==> src/rtl/bcu_pkg.sv <==
// Package with register map, field positions and reset values of the breakpoint compare unit.
package bcu_pkg;

    // ----------------------------------------------------------------
    // Register indices on the plain register port.
    // ----------------------------------------------------------------
    localparam logic [3:0] ADDR_FIRST_CTRL = 4'h0;
    localparam logic [3:0] ADDR_FIRST_HIGH = 4'h1;
    localparam logic [3:0] ADDR_FIRST_LOW = 4'h2;
    localparam logic [3:0] ADDR_SECOND_CTRL = 4'h3;
    localparam logic [3:0] ADDR_SECOND_HIGH = 4'h4;
    localparam logic [3:0] ADDR_SECOND_LOW = 4'h5;
    localparam logic [3:0] ADDR_THIRD_CTRL = 4'h6;
    localparam logic [3:0] ADDR_THIRD_HIGH = 4'h7;
    localparam logic [3:0] ADDR_THIRD_LOW = 4'h8;
    localparam logic [3:0] ADDR_STATUS = 4'h9;

    // ----------------------------------------------------------------
    // Control register field positions.
    // ----------------------------------------------------------------
    localparam int BIT_ENABLE = 7;
    localparam int BIT_DIR_ENABLE = 6;
    localparam int BIT_DIR_VALUE = 5;
    localparam int BIT_TAG = 4;
    localparam int BIT_FULL_ENABLE = 1;
    localparam int BIT_FULL_COND = 0;

    // Writable bits: first control has full mode bits, others do not.
    localparam logic [7:0] FIRST_CTRL_MASK = 8'hF3;
    localparam logic [7:0] OTHER_CTRL_MASK = 8'hF0;

    // ----------------------------------------------------------------
    // Status register field positions, and reset values of the control and compare registers.
    // ----------------------------------------------------------------
    localparam int BIT_FLAG_FIRST = 2;
    localparam int BIT_FLAG_SECOND = 1;
    localparam int BIT_FLAG_THIRD = 0;
    localparam logic [7:0] CTRL_RESET = 8'h00;
    localparam logic [7:0] CMP_RESET = 8'h00;

endpackage

==> src/rtl/bcu_breakpoint_compare_unit.sv <==
// Breakpoint compare unit: three comparators, full mode, tag and force break requests.
// How it works
// - Three breakpoints, each requesting only while its enable bit is set.
// - Comparator A matches core address against its high and low registers.
// - Comparator B matches address, or data against its low register in full mode.
// - Comparator C matches core address against its high and low registers.
// - In full mode A's direction bits steer A and B; 1/0 means write.
// - In full mode comparator B's own direction bits are ignored.
// - A match raises a break request only when its enable bit is set.
// - Tag select 0 gives a force request, taken at next instruction boundary.
// - Tag select 1 marks the fetched opcode in the instruction queue.
// - Force request holds until background debug entry; only power-on reset clears it.
// - Full mode data compare uses data of the access A is matching.
// - Full mode enable and condition select live in A's control register.
// - A-and-B mode sets A and B flags only when both match.
// - A-and-not-B mode sets both flags when A matches and B does not.
// - Tag requests in full mode depend on comparator A alone.
// - Force requests in full mode combine A and B per condition.
// - The unit has no reset output path.
// - The unit has no interrupt output.
// - Match flags clear when the core returns to foreground.
// - Enable bits are forced to zero while the device is secure.
module bcu_breakpoint_compare_unit
    import bcu_pkg::*;
#(
    parameter int ADDR_WIDTH = 16,
    parameter int DATA_WIDTH = 8
) (
    input wire logic REF_CLK,                       // Core clock.
    input wire logic RESET,                         // Synchronous reset, active high, not power-on.
    input wire logic POR,                           // Power-on reset, active high.
    input wire logic [3:0] REG_ADDR,                // Register index.
    input wire logic [7:0] REG_WDATA,               // Register write data.
    input wire logic REG_WR,                        // Register write strobe.
    input wire logic REG_RD,                        // Register read strobe.
    output logic [7:0] REG_RDATA,                   // Register read data, one cycle after strobe.
    input wire logic SECURE,                        // Device is secured.
    input wire logic BUS_VALID,                     // Core bus cycle is valid this clock.
    input wire logic BUS_READ,                      // Core bus cycle is a read.
    input wire logic [ADDR_WIDTH-1:0] BUS_ADDR,     // Core address bus.
    input wire logic [DATA_WIDTH-1:0] BUS_WDATA,    // Core write data bus.
    input wire logic [DATA_WIDTH-1:0] BUS_RDATA,    // Core read data bus.
    input wire logic OPCODE_FETCH,                  // Current cycle fetches an opcode.
    input wire logic IN_BACKGROUND,                 // Core is in background debug mode.
    output logic FORCE_BREAK,                       // Force-type break request.
    output logic TAG_BREAK                          // Tag mark for the fetched opcode, one cycle.
);

    // ----------------------------------------------------------------
    // State.
    // ----------------------------------------------------------------
    typedef struct packed {
        logic [7:0] ctrl_a;
        logic [7:0] ctrl_b;
        logic [7:0] ctrl_c;
        logic [7:0] cmp_a_high;
        logic [7:0] cmp_a_low;
        logic [7:0] cmp_b_high;
        logic [7:0] cmp_b_low;
        logic [7:0] cmp_c_high;
        logic [7:0] cmp_c_low;
        logic flag_a;
        logic flag_b;
        logic flag_c;
        logic force_req;
        logic tag_req;
        logic in_bg;
        logic [7:0] rdata;
    } bcu_state_type;

    bcu_state_type state_reg;
    bcu_state_type state_next;

    // Address compare with optional direction qualification.
    function automatic logic addr_hit(input logic [7:0] high,
                                      input logic [7:0] low,
                                      input logic [ADDR_WIDTH-1:0] addr,
                                      input logic dir_en,
                                      input logic dir_val,
                                      input logic rd);
        logic [15:0] ref_addr;
        ref_addr = {high, low};
        addr_hit = (addr == ref_addr[ADDR_WIDTH-1:0]) && (!dir_en || (dir_val == rd));
    endfunction

    // Masks a control write, keeping the enable clear while secure.
    function automatic logic [7:0] ctrl_write(input logic [7:0] wd,
                                               input logic [7:0] mask,
                                               input logic sec);
        logic [7:0] v;
        v = wd & mask;
        if (sec) begin
            v[BIT_ENABLE] = 1'b0;
        end
        ctrl_write = v;
    endfunction

    // Packs the three match flags into the status layout.
    function automatic logic [7:0] status_byte(input logic fa,
                                               input logic fb,
                                               input logic fc);
        logic [7:0] s;
        s = 8'h00;
        s[BIT_FLAG_FIRST] = fa;
        s[BIT_FLAG_SECOND] = fb;
        s[BIT_FLAG_THIRD] = fc;
        status_byte = s;
    endfunction

    logic full_mode;
    logic full_cond_not;
    logic full_write;
    logic [DATA_WIDTH-1:0] full_data;
    logic hit_a;
    logic hit_b_addr;
    logic hit_b_data;
    logic hit_c;
    logic hit_b;
    logic full_pair;
    logic en_a;
    logic en_b;
    logic en_c;
    logic tag_a;
    logic tag_b;
    logic tag_c;
    logic force_a;
    logic force_b;
    logic force_c;
    logic [DATA_WIDTH-1:0] data_ref;

    // ----------------------------------------------------------------
    // Control decode.
    // ----------------------------------------------------------------
    always_comb begin
        full_mode = state_reg.ctrl_a[BIT_FULL_ENABLE];
        full_cond_not = state_reg.ctrl_a[BIT_FULL_COND];
        full_write = state_reg.ctrl_a[BIT_DIR_ENABLE] && !state_reg.ctrl_a[BIT_DIR_VALUE];
        full_data = full_write ? BUS_WDATA : BUS_RDATA;

        data_ref = state_reg.cmp_b_low[DATA_WIDTH-1:0];

        en_a = state_reg.ctrl_a[BIT_ENABLE] && !SECURE;
        en_b = state_reg.ctrl_b[BIT_ENABLE] && !SECURE;
        en_c = state_reg.ctrl_c[BIT_ENABLE] && !SECURE;

        tag_a = state_reg.ctrl_a[BIT_TAG];
        // In full mode comparator B follows the tag choice of comparator A.
        tag_b = full_mode ? tag_a : state_reg.ctrl_b[BIT_TAG];
        tag_c = state_reg.ctrl_c[BIT_TAG];
    end

    // ----------------------------------------------------------------
    // Comparators.
    // ----------------------------------------------------------------
    always_comb begin
        if (full_mode) begin
            // A's direction bits always qualify the cycle in full mode.
            hit_a = BUS_VALID && addr_hit(state_reg.cmp_a_high,
                state_reg.cmp_a_low,
                BUS_ADDR,
                1'b1,
                !full_write,
                BUS_READ);
        end else begin
            hit_a = BUS_VALID && addr_hit(state_reg.cmp_a_high,
                state_reg.cmp_a_low,
                BUS_ADDR,
                state_reg.ctrl_a[BIT_DIR_ENABLE],
                state_reg.ctrl_a[BIT_DIR_VALUE],
                BUS_READ);
        end

        hit_b_addr = BUS_VALID && addr_hit(state_reg.cmp_b_high,
            state_reg.cmp_b_low,
            BUS_ADDR,
            state_reg.ctrl_b[BIT_DIR_ENABLE],
            state_reg.ctrl_b[BIT_DIR_VALUE],
            BUS_READ);
        hit_b_data = (full_data == data_ref);

        hit_c = BUS_VALID && addr_hit(state_reg.cmp_c_high,
            state_reg.cmp_c_low,
            BUS_ADDR,
            state_reg.ctrl_c[BIT_DIR_ENABLE],
            state_reg.ctrl_c[BIT_DIR_VALUE],
            BUS_READ);

        hit_b = full_mode ? hit_b_data : hit_b_addr;
        full_pair = hit_a && (full_cond_not ? !hit_b_data : hit_b_data);
    end

    // ----------------------------------------------------------------
    // Force requests per comparator.
    // ----------------------------------------------------------------
    always_comb begin
        if (full_mode) begin
            // B has no request of its own; its data result joins A's.
            force_a = en_a && !tag_a && full_pair;
            force_b = 1'b0;
        end else begin
            force_a = en_a && !tag_a && hit_a;
            force_b = en_b && !tag_b && hit_b_addr;
        end

        force_c = en_c && !tag_c && hit_c;
    end

    // ----------------------------------------------------------------
    // Next state.
    // ----------------------------------------------------------------
    always_comb begin
        state_next = state_reg;
        state_next.in_bg = IN_BACKGROUND;
        state_next.rdata = 8'h00;

        // ------------------------------------------------------------
        // Match flags; a new match wins over the foreground clear.
        // ------------------------------------------------------------
        if (state_reg.in_bg && !IN_BACKGROUND) begin
            state_next.flag_a = 1'b0;
            state_next.flag_b = 1'b0;
            state_next.flag_c = 1'b0;
        end

        if (full_mode) begin
            if (en_a && full_pair) begin
                state_next.flag_a = 1'b1;
                state_next.flag_b = 1'b1;
            end
        end else begin
            if (en_a && hit_a) begin
                state_next.flag_a = 1'b1;
            end
            if (en_b && hit_b) begin
                state_next.flag_b = 1'b1;
            end
        end

        if (en_c && hit_c) begin
            state_next.flag_c = 1'b1;
        end

        // ------------------------------------------------------------
        // Force request, held until background entry.
        // ------------------------------------------------------------
        if (IN_BACKGROUND) begin
            state_next.force_req = 1'b0;
        end else if (force_a || force_b || force_c) begin
            state_next.force_req = 1'b1;
        end

        // ------------------------------------------------------------
        // Tag mark for the opcode fetched this cycle.
        // ------------------------------------------------------------
        state_next.tag_req = OPCODE_FETCH && ((en_a && tag_a && hit_a)
            || (!full_mode && en_b && tag_b && hit_b_addr) || (en_c && tag_c && hit_c));

        // ------------------------------------------------------------
        // Register writes; unmapped indices are ignored.
        // ------------------------------------------------------------
        if (REG_WR) begin
            case (REG_ADDR)
                ADDR_FIRST_CTRL: begin
                    state_next.ctrl_a = ctrl_write(REG_WDATA, FIRST_CTRL_MASK, SECURE);
                end
                ADDR_SECOND_CTRL: begin
                    state_next.ctrl_b = ctrl_write(REG_WDATA, OTHER_CTRL_MASK, SECURE);
                end
                ADDR_THIRD_CTRL: begin
                    state_next.ctrl_c = ctrl_write(REG_WDATA, OTHER_CTRL_MASK, SECURE);
                end
                ADDR_FIRST_HIGH: begin
                    state_next.cmp_a_high = REG_WDATA;
                end
                ADDR_FIRST_LOW: begin
                    state_next.cmp_a_low = REG_WDATA;
                end
                ADDR_SECOND_HIGH: begin
                    state_next.cmp_b_high = REG_WDATA;
                end
                ADDR_SECOND_LOW: begin
                    state_next.cmp_b_low = REG_WDATA;
                end
                ADDR_THIRD_HIGH: begin
                    state_next.cmp_c_high = REG_WDATA;
                end
                ADDR_THIRD_LOW: begin
                    state_next.cmp_c_low = REG_WDATA;
                end
                default: begin
                    state_next.rdata = 8'h00;
                end
            endcase
        end

        // ------------------------------------------------------------
        // Secure state forbids every enable, whatever was written.
        // ------------------------------------------------------------
        if (SECURE) begin
            state_next.ctrl_a[BIT_ENABLE] = 1'b0;
            state_next.ctrl_b[BIT_ENABLE] = 1'b0;
            state_next.ctrl_c[BIT_ENABLE] = 1'b0;
        end

        // ------------------------------------------------------------
        // Read data stand for one cycle and are zero otherwise.
        // ------------------------------------------------------------
        if (REG_RD) begin
            case (REG_ADDR)
                ADDR_FIRST_CTRL: begin
                    state_next.rdata = state_reg.ctrl_a;
                end
                ADDR_SECOND_CTRL: begin
                    state_next.rdata = state_reg.ctrl_b;
                end
                ADDR_THIRD_CTRL: begin
                    state_next.rdata = state_reg.ctrl_c;
                end
                ADDR_FIRST_HIGH: begin
                    state_next.rdata = state_reg.cmp_a_high;
                end
                ADDR_FIRST_LOW: begin
                    state_next.rdata = state_reg.cmp_a_low;
                end
                ADDR_SECOND_HIGH: begin
                    state_next.rdata = state_reg.cmp_b_high;
                end
                ADDR_SECOND_LOW: begin
                    state_next.rdata = state_reg.cmp_b_low;
                end
                ADDR_THIRD_HIGH: begin
                    state_next.rdata = state_reg.cmp_c_high;
                end
                ADDR_THIRD_LOW: begin
                    state_next.rdata = state_reg.cmp_c_low;
                end
                ADDR_STATUS: begin
                    state_next.rdata = status_byte(state_reg.flag_a, state_reg.flag_b, state_reg.flag_c);
                end
                default: begin
                    state_next.rdata = 8'h00;
                end
            endcase
        end
    end

    // ----------------------------------------------------------------
    // Registers. Ordinary reset spares the pending force request.
    // ----------------------------------------------------------------
    always_ff @(posedge REF_CLK) begin
        if (POR) begin
            state_reg <= '0;
        end else if (RESET) begin
            state_reg <= '0;
            state_reg.force_req <= state_reg.force_req;
        end else begin
            state_reg <= state_next;
        end
    end

    // No reset or interrupt outputs exist on this unit.
    assign REG_RDATA = state_reg.rdata;
    assign FORCE_BREAK = state_reg.force_req;
    assign TAG_BREAK = state_reg.tag_req;

endmodule

==> config.mk <==
export PLATFORM = sky130hd
export DESIGN_NAME = bcu_breakpoint_compare_unit
export DESIGN_NICKNAME = d
export VERILOG_FILES = /design/src/rtl/bcu_pkg.sv /design/src/rtl/bcu_breakpoint_compare_unit.sv
export SDC_FILE = /design/constraint.sdc
export NUM_CORES = 1
export LEC_CHECK = 0
export BUFFER_PORTS_ARGS = -buffer_cell sky130_fd_sc_hd__buf_2
export CORE_MARGIN = 1.5
export CORE_UTILIZATION = 58
export CTS_CLUSTER_DIAMETER = 100
export DETAILED_ROUTE_END_ITERATION = 12
export MAX_ROUTING_LAYER = met4
export PLACE_DENSITY = 0.77
export SYNTH_ARGS = -nofsm -noshare
export SYNTH_HDL_FRONTEND = slang
export SYNTH_SLANG_ARGS = --single-unit
==> constraint.sdc <==
create_clock -name REF_CLK -period 2.15 [get_ports REF_CLK]
set_input_delay 0.43 -clock REF_CLK [delete_from_list [all_inputs] [get_ports REF_CLK]]
set_output_delay 0.43 -clock REF_CLK [all_outputs]
set_load 0.02 [all_outputs]
## Yosys cells after proc, flatten, opt, wreduce, memory -nomap -nowiden

Index checks and enable logic that the tools add are counted.

- Mux-type cells: 17
- Reductions and logical operators: 68
- Bitwise logic cells: 2
- Equal/unequal tests: 17

Operators by type and width:

| kind | number |
|---|---|
| one-hot mux 8 bit (10 select lines) | 1 |
| == test 16 bit | 3 |
| logical AND 1 bit | 33 |
| AND reduction 2 bit | 10 |
| == test 4 x 3 -> 1 bit, second input constant | 4 |
| zero test 1 bit | 12 |
| two-way mux 1 bit | 12 |
| == test 4 x 2 -> 1 bit, second input constant | 2 |
| == test 4 bit, second input constant | 2 |
| == test 8 bit | 1 |
| two-way mux 8 bit | 1 |
| logical OR 1 bit | 7 |
| OR reduction 3 bit | 2 |
| == test 1 bit | 4 |
| == test 4 x 1 -> 1 bit, second input constant | 1 |
| zero test 4 bit | 1 |
| two-way mux 2 bit | 2 |
| nonzero test 2 bit | 2 |
| two-way mux 3 bit | 1 |
| inverter 1 bit | 2 |
| OR reduction 2 bit | 1 |

- Output and inout bits: 10
- Register bits: 76
- Bits of input ports: 54

## Longest topological paths before layout

- Depth after elaboration: 14
- Depth in mapped cells: 9
- Depth with buffers taken out: 7

## Worst setup path before layout

OpenSTA, ideal clock, no wires.

- Path type: input port to flip-flop
- Start: in BUS_WDATA[7]
- End: reg state_reg (netlist bit FORCE_BREAK)
- Library setup time: 133 ps
- Path buffers: 0
- Setup slack: 217 ps
- Stages: 7
- Data arrival time: 1800 ps
- Path through: or2b_2 -> mux4_2 -> mux2i_4 -> and3_1 -> nand3_1 -> nand4b_1 -> a211oi_2

- Word-level cells in the longest chain between the ends: 11

RTL lines:

| what | line | text |
|---|---|---|
| start: declaration | bcu_breakpoint_compare_unit.sv:41 | `input wire logic [DATA_WIDTH-1:0] BUS_WDATA,` |
| two-way mux 8 bit * | bcu_breakpoint_compare_unit.sv:138 | `full_data = full_write ? BUS_WDATA : BUS_RDATA;` |
| == test 8 bit * | bcu_breakpoint_compare_unit.sv:179 | `hit_b_data = (full_data == data_ref);` |
| zero test 1 bit | bcu_breakpoint_compare_unit.sv:189 | `full_pair = hit_a && (full_cond_not ? !hit_b_data : hit_b_data);` |
| two-way mux 1 bit * | bcu_breakpoint_compare_unit.sv:189 |  |
| logical AND 1 bit * | bcu_breakpoint_compare_unit.sv:189 |  |
| logical AND 1 bit * | bcu_breakpoint_compare_unit.sv:198 | `force_a = en_a && !tag_a && full_pair;` |
| two-way mux 1 bit * | bcu_breakpoint_compare_unit.sv:196 | `if (full_mode) begin` |
| logical OR 1 bit * (2 in series) | bcu_breakpoint_compare_unit.sv:248 | `end else if (force_a \|\| force_b \|\| force_c) begin` |
| nonzero test 2 bit (no line) * | - |  |
| AND reduction 2 bit (no line) * | - |  |
| end signal: assignment | bcu_breakpoint_compare_unit.sv:357 | `state_reg <= state_next;` |
| end: declaration | bcu_breakpoint_compare_unit.sv:71 | `bcu_state_type state_reg;` |

Mark *: on every way between the ends. The rest lies on a longest branch, timed or not.
A chain may end at the register's enable or synchronous reset.

## Worst setup path in the final report

- Start: reg state_reg[57] (netlist name)
- End: reg state_reg (netlist bit FORCE_BREAK)

- Word-level cells in the longest chain between the ends: 11
- Elaborated cells on any way between the ends: 14

RTL lines:

| what | line | text |
|---|---|---|
| == test 16 bit * | bcu_breakpoint_compare_unit.sv:83 | `addr_hit = (addr == ref_addr[ADDR_WIDTH-1:0]) && (!dir_en \|\| (dir_val == rd));` |
| logical AND 1 bit | bcu_breakpoint_compare_unit.sv:83 |  |
| logical AND 1 bit (on tied branches) | bcu_breakpoint_compare_unit.sv:165, bcu_breakpoint_compare_unit.sv:158 |  |
| two-way mux 1 bit * | bcu_breakpoint_compare_unit.sv:156 | `if (full_mode) begin` |
| logical AND 1 bit | bcu_breakpoint_compare_unit.sv:189 |  |
| logical AND 1 bit | bcu_breakpoint_compare_unit.sv:198 |  |
| two-way mux 1 bit * | bcu_breakpoint_compare_unit.sv:196 |  |
| logical OR 1 bit * (2 in series) | bcu_breakpoint_compare_unit.sv:248 |  |
| nonzero test 2 bit (no line) * | - |  |
| AND reduction 2 bit (no line) * | - |  |

Marked as above.

==> flow_summary_export.csv <==
group,metric,value,unit
die,fp.dieH,90.0,um
timing,fin_ws,114,ps
clock_tree,clk_pin_slew,100,ps
synth,synth.top_cell.area_share,34.6,%
synth,netlist_instances,497,
clock_tree,clock_path_buffers,2,
timing,setup_viol,0,
synth,syn-num-nets,551,
timing,finalSetupTns,0,ps
place,io_buffers,63,
routing,drtIter0Drc,298,
clock_tree,clk_latency,360,ps
power,p_leak,2.12,nW
synth,ys.flop_type,"dfxtp_1",
run_status,outcome,"completed",
synth,synth.distinct_cells,58,
power,clock_power_share,41.0,%
clock_tree,htreeDepth,3,
die,dieArea,8110,um^2
routing,dr.pass1.iters,5,
grt,grt_pass1_vias,3945,
die,initial_utilization,60.2,%
timing,period_share,94.7,%
routing,remaining_drc_errors,0,
grt,grt_use_total,35.6,%
final_layout,area_delta_synth_final,17.0,%
setup_path,critPathBufInv,0,
synth,synth_top_area_cell,"dfxtp_1",
setup_path,crit_required,2430,ps
run,maxCapViolCount,0,
timing,worst_clock_skew,14.6,ps
synth,synthArstFlopShare,0,%
power,powerDensity,585,nW/um^2
clock_tree,cts_made_buffers,9,
grt,antenna_found_initial,0,
timing,period_needed,2040,ps
clock_tree,cts-root-buf,"clkbuf_8",
final_layout,largest_reg_flops,56,
power,worst_ir_drop_vdd,0.418,mV
synth,syn_avg_cell_area,8.84,um^2
synth,synth_seq_cells,76,
setup_path,path_cells,"xor2_1 -> nor4_1 -> nand3_1 -> nor4b_4 -> o21a_2 -> nand4b_1 -> a211oi_2",
clock_tree,clock-sinks,76,
synth,ys_top_cells_by_area,"dfxtp_1 (35%), mux2i_1 (13%), xor2_1 (8.0%)",
hold_path,worstHoldPathType,"input pin to register",
timing,rsz0062_at_grt,"false",
power,internal_power,0.00220,W
timing,max_clock_freq,491,MHz
power,p_sw,0.000801,W
power,p_comb_share,11.7,%
die,fp.coreArea,7290,um^2
setup_path,path_max_fanout,3,
routing,viasPerCell,6.12,
clock_tree,cts_tree,"yes",
synth,syn_area,4390,um^2
place,dp_slack,-34.6,ps
die,row_count,31,
setup_path,arrival,2320,ps
timing,max_slew_margin,54.3,%
place,gp_congestion,0.975,
timing,hold_viol_final,0,
final_layout,n_antenna_cell,0,
setup_path,path_delay_family,"simple AND/OR/NAND/NOR gates",
clock_tree,cts_resized,0,
synth,ys_warn_count,0,
setup_path,worstSetupPathType,"register to register",
setup_path,cpMaxStageDelayCell,"dfxtp_1",
routing,dr_total_vias,4106,
setup_path,worstSetupEndpointType,"register",
grt,grt_first_pass_wirelength,21500,um
grt,grt_max_degree,66,
timing,drv_slew,0,
setup_path,slowest_delay,360,ps
synth,synth_seq_area_share,34.6,%
power,seqPwrFrac,47.3,%
power,finalPower,0.00301,W
clock_tree,cts_hold_buf,0,
final_layout,fin_nets,621,
synth,synth_edf_count,0,
die,io-pin-count,64,
routing,wire_per_inst,20.6,um
grt,gr-total-overflow,0,
timing,worstMarginPinSlew,686,ps
die,die_x,90.0,um
setup_path,startpoint_type,"register",
final_layout,final_util,70.5,%
clock_tree,postCtsSetupBuffers,0,
routing,wl,13800,um
routing,ant_nets,0,
final_layout,num-fill-cells,640,
final_layout,drive_above_1_share,25.2,%
power,switching_share,26.6,%
place,dp_hpwl,10300,um
[worst reg2reg max path, delay by kind of cell (launching register included)]
family           cells  cell delay, ps
AND/OR/NAND/NOR      4             970
AO/OA/AOI/OAI        2             430
XOR/XNOR             1             180
flip-flops           1             360
[metrics by stage]
step / area (um^2) / instances / hold slack (ps)
after floorplan: 4390 / 497 / 432
after global placement: 4900 / 655 / 474
after detailed placement: 4900 / 655 / 487
after CTS: 5120 / 671 / 260
after global routing: 5140 / 671 / 264
final: 5140 / 671 / 263
[power groups by stage]
stage | clock (W) | combinational [W] | sequential [W]
after floorplan | 0 | 0.000184 | 0.00145
after CTS | 0.00123 | 0.000343 | 0.00142
after global routing | 0.00128 | 0.000375 | 0.00142
after global placement | 0 | 0.000336 | 0.00145
after detailed placement | 0 | 0.000342 | 0.00145
final | 0.00123 | 0.000353 | 0.00142
[kinds of logic (layout without fill, tap and decap cells)]
kind of cell | count (synthesis) | count (layout) | share of synthesized area [%]
mux | 67 | 67 | 16.8
compound gates | 79 | 79 | 13.4
flops | 76 | 76 | 34.6
xor+xnor | 51 | 51 | 10.2
buf+inv | 44 | 119 | 4.70
simple gates | 180 | 180 | 20.3
[synth_stat cells (all sizes together), types with 3 or more instances]
cell type and count:
or2b 6, nor4 7, nor3 5, nand2 33
xor2 40, o221ai 3, a22o 3, nor2b 10
nor2 69, dfxtp 76, nor3b 4, a221oi 7
clkbuf 20, buf 15, and2 3, mux2 5
a2111oi 3, xnor2 11, a21oi 29, and3 4
mux4 4, mux2i 58, a211oi 5, nand4 5
inv 9, or2 3, a22oi 4, o21ai 6
nand3 25
[cell type report]
type / count / area, um^2 / area share (%)
flip-flops and latches: 76 / 1520 / 29.6
well taps: 99 / 124 / 2.41
inverters: 9 / 33.8 / 0.657
clock inverters: 6 / 88.8 / 1.73
multi-input cells: 377 / 2680 / 52.2
repair buffers: 94 / 561 / 10.9
clock buffers: 10 / 128 / 2.48
[path summary, 6_finish.rpt]
check | start | to | slack [ps] | cells after the start
setup / recovery | state_reg[57] | FORCE_BREAK | 110 | 7
hold / removal | POR | FORCE_BREAK | 260 | 2
setup reg to reg | state_reg[57] | FORCE_BREAK | 110 | 7
hold reg to reg | state_reg[14] | state_reg[14] | 490 | 2
[metal layers]
layer  global-route usage [%]  share of wire, %  wire length [um]
met2                     58.3                48              6690
met3                     5.84               7.0               973
met1                     44.9                42              5870
met5                        -                 0                 0
met4                     11.4               2.1               288
[cells in the final DEF (no fill, tap or decap), types with 4 or more instances in the layout]
master / n
and3_1: 4
dfxtp_1: 76
xor2_1: 40
nor4_1: 7
buf_2: 63
o21ai_0: 6
nor2_1: 67
a22oi_1: 4
nand4_1: 5
a21oi_1: 28
or2b_2: 5
nor2b_1: 9
mux2i_1: 57
mux4_2: 4
nor3_1: 5
mux2_2: 5
inv_1: 7
nand3_1: 25
a211oi_1: 4
nand2_1: 33
buf_4: 30
xnor2_1: 11
a221oi_1: 6
clkbuf_8: 9
No activity file was read; power rests on OpenSTA's default activity.
